`config.mk`:
```
export PLATFORM = sky130hd
export DESIGN_NAME = fph_fetch_port
export DESIGN_NICKNAME = d
export VERILOG_FILES = /design/src/verilog/fph_pkg.sv /design/src/verilog/fph_fetch_port.sv /design/src/verilog/fph_fifo.sv
export SDC_FILE = /design/constraint.sdc
export NUM_CORES = 1
export LEC_CHECK = 0
export BUFFER_PORTS_ARGS = -buffer_cell sky130_fd_sc_hd__buf_2
export CAP_MARGIN = 20
export CORE_UTILIZATION = 55
export DETAILED_ROUTE_END_ITERATION = 7
export HOLD_SLACK_MARGIN = 0.02
export PLACE_DENSITY_LB_ADDON = 0.05
export RECOVER_POWER = 100
export SLEW_MARGIN = 20
export SYNTH_ARGS = -nofsm -noshare
export SYNTH_HDL_FRONTEND = slang
export SYNTH_SLANG_ARGS = --single-unit
```
`constraint.sdc`:
```
create_clock -name clk -period 4.15 [get_ports clk]
set_input_delay 0.415 -clock clk [delete_from_list [all_inputs] [get_ports clk]]
set_output_delay 0.415 -clock clk [all_outputs]
set_load 0.05 [all_outputs]
```
`src/verilog/fph_pkg.sv`:
```
// Purpose: shared constants for the fetch port request engine
// Assumes: byte-wide fetch port, single clock
// Notes:   request layout is address then byte count, msb first
package fph_pkg;
    localparam int          BYTE_W       = 8;
    localparam int          ADDR_W       = 32;
    localparam int          COUNT_W      = 16;
    localparam int          REQ_BYTES    = 6;
    localparam int          FIFO_DEPTH   = 8;
    localparam logic [2:0]  PURGE_EXTRA  = 3'h2;
    localparam logic [2:0]  IDX_LAST     = 3'h5;
    localparam logic [2:0]  IDX_ZERO     = 3'h0;
endpackage
```
`src/verilog/fph_fetch_port.sv`:
```
// Purpose: controller end of the byte-wide fetch port
// Assumes: storage_side_bridge peripheral on the same clock
// Notes:   user issues address+count, receives bytes through an 8-deep fifo
//
// Contract
// send a byte only when request-full is low, one-cycle write strobe
// back-to-back writes allowed while full stays low
// peripheral raises full the cycle after the filling write
// peripheral raises full only in response to a write
// stall further request bytes while full is high
// take an inbound byte only when empty is low, one-cycle take strobe
// back-to-back takes allowed while empty stays low
// peripheral raises empty the cycle after the draining take
// peripheral raises empty only in response to a take
// at init drain inbound bytes until empty, then two extra takes
// peripheral treats take-while-empty as reset of its request buffer
// after init reset do not wait for request buffer to drain
// request is six bytes: address msb first, then byte count msb first
// peripheral reads count bytes from storage at start address
// peripheral returns exactly the requested byte count
// raw binary request/reply pairs on the port
// peripheral returns bytes in ascending storage order
// all port signals on the rising edge of one clock
`timescale 1ns/1ps
`default_nettype none
module fph_fetch_port #(
    parameter int DEPTH = fph_pkg::FIFO_DEPTH
) (
    input  wire logic                       clk,
    input  wire logic                       rst,
    output logic [fph_pkg::BYTE_W-1:0]      reqData,
    output logic                            reqWrite,
    input  wire logic                       reqFull,
    input  wire logic [fph_pkg::BYTE_W-1:0] rplData,
    output logic                            rplTake,
    input  wire logic                       rplEmpty,
    input  wire logic                       cmdValid,
    input  wire logic [fph_pkg::ADDR_W-1:0] cmdAddr,
    input  wire logic [fph_pkg::COUNT_W-1:0] cmdCount,
    output logic                            cmdReady,
    output logic [fph_pkg::BYTE_W-1:0]      outData,
    output logic                            outValid,
    input  wire logic                       outReady,
    output logic                            busy
);
    // ==========================================
    // state
    typedef enum logic [2:0] {
        S_PURGE = 3'b000,
        S_EXTRA = 3'b001,
        S_IDLE  = 3'b010,
        S_SEND  = 3'b011,
        S_RECV  = 3'b100
    } fph_state_e;

    fph_state_e                    state;
    fph_state_e                    next_state;
    logic [2:0]                    idx;
    logic [fph_pkg::ADDR_W-1:0]    addr;
    logic [fph_pkg::COUNT_W-1:0]   left;
    logic                          fifoReady;
    logic                          fifoValid;
    logic [fph_pkg::BYTE_W-1:0]    fifoData;
    logic [fph_pkg::BYTE_W-1:0]    capData;

    // ==========================================
    // decode
    wire [47:0] reqWord  = {addr, left};
    wire [5:0]  shiftAmt = 6'(6'd40 - {idx, 3'b000});
    wire [fph_pkg::BYTE_W-1:0] reqByte = fph_pkg::BYTE_W'(reqWord >> shiftAmt);
    // full is sampled on the flop edge; a pending strobe of our own counts as committed
    wire canSend   = (state == S_SEND) && !reqFull && !reqWrite;
    // a take in flight may drain the peripheral, so the next one waits a cycle
    wire purgeTake = (state == S_PURGE) && !rplEmpty && !rplTake;
    wire extraTake = (state == S_EXTRA);
    // take only when our own fifo has room, so the user's stall reaches the port
    wire dataTake  = (state == S_RECV) && !rplEmpty && !rplTake && fifoReady
                     && (left != '0);
    wire anyTake   = purgeTake || extraTake || dataTake;
    wire lastSend  = canSend && (idx == fph_pkg::IDX_LAST);

    always_comb begin
        next_state = state;
        case (state)
            S_PURGE: if (rplEmpty) next_state = S_EXTRA;
            S_EXTRA: if (idx == fph_pkg::PURGE_EXTRA - 3'h1) next_state = S_IDLE;
            S_IDLE:  if (cmdValid) next_state = S_SEND;
            S_SEND:  if (lastSend) next_state = (left == '0) ? S_IDLE : S_RECV;
            S_RECV:  if (left == '0) next_state = S_IDLE;
            default: next_state = S_PURGE;
        endcase
    end

    // ==========================================
    // sequencing
    always_ff @(posedge clk or posedge rst) begin
        if (rst) begin
            state <= S_PURGE;
            idx   <= 3'h0;
            addr  <= '0;
            left  <= '0;
        end else begin
            state <= next_state;
            if (state != next_state) begin
                idx <= fph_pkg::IDX_ZERO;
            end else if (extraTake || canSend) begin
                idx <= idx + 3'h1;
            end
            if (state == S_IDLE && cmdValid) begin
                addr <= cmdAddr;
                left <= cmdCount;
            end else if (dataTake) begin
                left <= left - 1'b1;
            end
        end
    end

    // ==========================================
    // port flops
    always_ff @(posedge clk or posedge rst) begin
        if (rst) begin
            reqData  <= '0;
            reqWrite <= 1'b0;
            rplTake  <= 1'b0;
            cmdReady <= 1'b0;
            busy     <= 1'b1;
            capData  <= '0;
        end else begin
            reqWrite <= canSend;
            if (canSend) reqData <= reqByte;
            rplTake  <= anyTake;
            if (dataTake) capData <= rplData;
            cmdReady <= (next_state == S_IDLE) && !(state == S_IDLE && cmdValid);
            busy     <= next_state != S_IDLE;
        end
    end

    // ==========================================
    // capture path: byte taken in cycle n is pushed in cycle n+1
    logic pushPending;
    always_ff @(posedge clk or posedge rst) begin
        if (rst) pushPending <= 1'b0;
        else     pushPending <= dataTake;
    end

    // the output stage loads whenever it is empty or being read, so pop then
    wire fifoPop = !outValid || outReady;

    fph_fifo #(
        .WIDTH (fph_pkg::BYTE_W),
        .DEPTH (DEPTH)
    ) u_fifo (
        .clk      (clk),
        .rst      (rst),
        .inData   (capData),
        .inValid  (pushPending),
        .inReady  (fifoReady),
        .outData  (fifoData),
        .outValid (fifoValid),
        .outReady (fifoPop)
    );

    // output register stage keeps top outputs on flops
    always_ff @(posedge clk or posedge rst) begin
        if (rst) begin
            outData  <= '0;
            outValid <= 1'b0;
        end else if (!outValid || outReady) begin
            outData  <= fifoData;
            outValid <= fifoValid;
        end
    end
endmodule
`default_nettype wire

```
`src/verilog/fph_fifo.sv`:
```
// Purpose: small synchronous fifo with valid/ready on both sides
// Assumes: single clock, depth a power of two
// Notes:   first word falls through to the output
`timescale 1ns/1ps
`default_nettype none
module fph_fifo #(
    parameter int WIDTH = 8,
    parameter int DEPTH = 8
) (
    input  wire logic             clk,
    input  wire logic             rst,
    input  wire logic [WIDTH-1:0] inData,
    input  wire logic             inValid,
    output logic                  inReady,
    output logic      [WIDTH-1:0] outData,
    output logic                  outValid,
    input  wire logic             outReady
);
    localparam int AW = $clog2(DEPTH);
    logic [WIDTH-1:0] mem [DEPTH];
    logic [AW:0]      wrPtr;
    logic [AW:0]      rdPtr;
    wire              push = inValid && inReady;
    wire              pop  = outValid && outReady;
    wire [AW:0]       fill = wrPtr - rdPtr;
    assign inReady  = fill != (AW+1)'(DEPTH);
    assign outValid = fill != '0;
    assign outData  = mem[rdPtr[AW-1:0]];
    always_ff @(posedge clk) begin
        if (push) begin
            mem[wrPtr[AW-1:0]] <= inData;
        end
    end
    always_ff @(posedge clk or posedge rst) begin
        if (rst) begin
            wrPtr <= '0;
            rdPtr <= '0;
        end else begin
            if (push) wrPtr <= wrPtr + 1'b1;
            if (pop)  rdPtr <= rdPtr + 1'b1;
        end
    end
endmodule
`default_nettype wire

```
==> results.md <==
- Highest clock rate: 0.322 GHz
- Number of I/O pins: 83
- GR Overflow Total: 0
- Die area: about 0.013 mm2
- RSZ-0062 raised after global routing: false
- Pre-antenna DRT Iters: 5
- Area grow syn2layout: 16.6%
- Layout Cells excl Fill: ~850
- Ant diodes: 0
- Cells after Synth: 578
- Crit path DAT: between 3 and 4 ns
- Max-slew headroom: -0.436
- GRT Overall Usage: 0.246
- Max VDD drop: 361 uV
- Ys async rst share: 0.590
- Net load switching power: 0.00214 W
- Synth top area share: 0.330
- Pwr Density: 719 mW/mm2
- Syn Std Cell Area: 0.00689 mm2
- H-tree depth: 4
- Global-route wire length before repair: 23500 um
- Worst R2R Setup Slack: 1.04 ns
- Crit end category: register
- Dpl cells: 813
- Syn Area/Cell: roughly 12 um2
- Period Utilization, post-route: 0.749
- Num CTS Buffers: 17
- EDFF count, synth: 64
- Static Leak: about 3.3 nW
- Logic pwr share: 0.321
- Final setup margin: between 1 and 1.5 ns
- DR vias: between 4000 and 5000
- Top_reg_cell synth: dfrtp_1
- Clock-pin slew on the worst setup and hold paths: approximately 0.060 ns
- Die span in y: 114 um
- CTS Sinks: 156
- Fraction of layout cells with a size suffix above 1: 0.198
- Max Cap Viol: 3
- Required @ worst endpoint: 4.21 ns
- Status: finished with violations
- Routed len/inst: 17.2 um
- Switching part of the total power: 0.369
- Vias in the first global route: 4598
- Final setup fails: 0
- Post-synth top cells: nand2_1, dfrtp_1, edfxtp_1
- Routed Antenna Nets: 0
- Synth area leader: dfrtp_1
- Pint: 0.00365 W
- Placer congestion estimate: 0.815
- Final min period: just over 3 ns
- Setup Skew: roughly 0.0054 ns
- Unique masters post-synth: between 50 and 60
- Die width: approximately 110 um
- Worst-Margin Slew: 2.15 ns
- Port Buf Inserts: 82
- DRT Wirelength: 14500 um
- Syn nets: 648
- Final Hold Viols: 0
- CTS resizes: 0
- Starting DRT DRC Count: 294
- Crit path kind: reg -> reg
- CTS tree: done
- Synth warn: 0
- Clk Tree Root Cell: clkbuf_16
- DRC Markers: 0
- Worst path max stage delay: 0.49 ns
- CORE AREA: around 0.012 mm2
- Clock Tree Buf Depth: 2
- Hold_buf cts: 0
- #FFs+latches synth: 156
- Max-slew violations: 125
- Initial antenna violation count: 0
- Largest net degree at the start of global routing: 53
- Hold Path Class: in -> reg
- Post-CTS setup buffers: 0
- Worst hold slack: between 0.15 and 0.2 ns
- Post-layout nets: 734
- Seq pwr share: 0.408
- Clk network pwr share: 0.271
- CP max-delay cell: clkbuf_1
- Crit-path max FO: 22
- CP Cell Sequence: inv_1 > ha_1 > a21oi_1 > nand3_1 > nor4b_1 > buf_4 > nand2b_1 > nor3_1 > clkbuf_1
- Final HPWL DP: roughly 9900 um
- Failing checks: capacitance limit, slew limit
- Worst skew pair latency: 0.43 ns
- Vias/cell: 5.52
- Count leader, synth: nand2_1
- Post-Place Setup Slack: 1.47 ns
- Overall power: 0.00578 W
- Post-synthesis sequential area ratio: 0.613
- Setup_tns: 0 ns
- Top cells by area, synth: dfrtp_1, edfxtp_1, nand2_1
- # rows: 40
- Setup crit start kind: register
- Initial Util: 0.569
==> critical path: cells and delay by family, from the launching register on <==
family | cells | cell delay [ns]
buffers and inverters | 3 | 1.10
adder cells (fa/ha/maj) | 1 | 0.37
AO/OA/AOI/OAI | 1 | 0.20
flip-flops | 1 | 0.40
AND/OR/NAND/NOR | 4 | 0.66
==> per-stage QoR <==
step	cell area (um2)	utilization
after global routing	8040	0.664
after CTS	8140	0.672
final	8040	0.664
after detailed placement	7540	0.623
after global placement	7540	0.623
after floorplan	6890	-
==> worst paths after layout <==
kind | end | startpoint | cells after the start
max | u_fifo.mem[3][7]$_DFFE_PP_ | u_fifo.rdPtr[2]$_DFFE_PP0P_ | 9
min | addr[22]$_DFFE_PP0P_ | cmdAddr[22] | 3
max reg2reg | u_fifo.mem[3][7]$_DFFE_PP_ | u_fifo.rdPtr[2]$_DFFE_PP0P_ | 9
min reg2reg | addr[20]$_DFFE_PP0P_ | addr[20]$_DFFE_PP0P_ | 2
max in group asynchronous | addr[10]$_DFFE_PP0P_ | rst | 3
min in group asynchronous | capData[3]$_DFFE_PP0P_ | rst | 2
==> cell families (layout without fill, tap and decap cells) <==
group,Yosys count,count (layout),synth area share
DFF,156,156,0.613
and+or+nand+nor,225,225,0.153
buffers and inverters,43,142,0.0241
muxes,51,51,0.107
xor gates and xnor gates,25,25,0.0318
AOI/OAI and AO/OA,70,70,0.0568
adders and majority gates,8,8,0.0145
==> power by group through the flow <==
stage	sequential (W)	clock, W	combinational (W)
3_5_place_dp	0.00238	0	0.00189
5_1_grt	0.00241	0.00165	0.00204
2_1_floorplan	0.00254	0	0.00120
6_report	0.00236	0.00157	0.00186
4_1_cts	0.00235	0.00159	0.00191
3_3_place_gp	0.00236	0	0.00185
==> final cells by class <==
cell class | instances | area, um2
Multi-Input combinational cell | 379 | 2490
Timing Repair Buffer | 99 | 470
Sequential cell | 156 | 4230
Tap cell | 168 | 210
Clock inverter | 13 | 163
Clock buffer | 19 | 433
Fill cell | 975 | 4070
Inverter | 11 | 42.5
==> layer usage <==
metal	GRT usage	part of all wire	routed length, um	vias up
met5	0	0	0	-
met1	0.359	0.48	6990	2304
li1	-	-	-	2209
met2	0.357	0.45	6590	132
met4	0.0788	0.013	187	0
met3	0.0696	0.052	753	16
==> placed cells by master (no fill, tap or decap), drive strengths merged, types with 4 or more instances in the layout <==
master / count
o211ai: 7
nor3: 10
or4: 6
xnor2: 22
clkbuf: 51
buf: 67
ha: 8
inv: 14
o21ai: 43
edfxtp: 64
mux2: 11
dfrtp: 91
a21oi: 11
mux4: 17
mux2i: 23
clkinv: 4
nand2: 144
nor4: 13
nand2b: 6
nor2: 21
or3: 4
==> state kept, by name, indices dropped and copies added, names as in the netlist, 3 cells and up <==
name          cells
u_fifo.wrPtr      4
capData           8
reqData           8
state             3
addr             32
idx               3
left             16
outData           8
u_fifo.rdPtr      4
u_fifo.mem       64
Power figures use the tool's default switching activity.
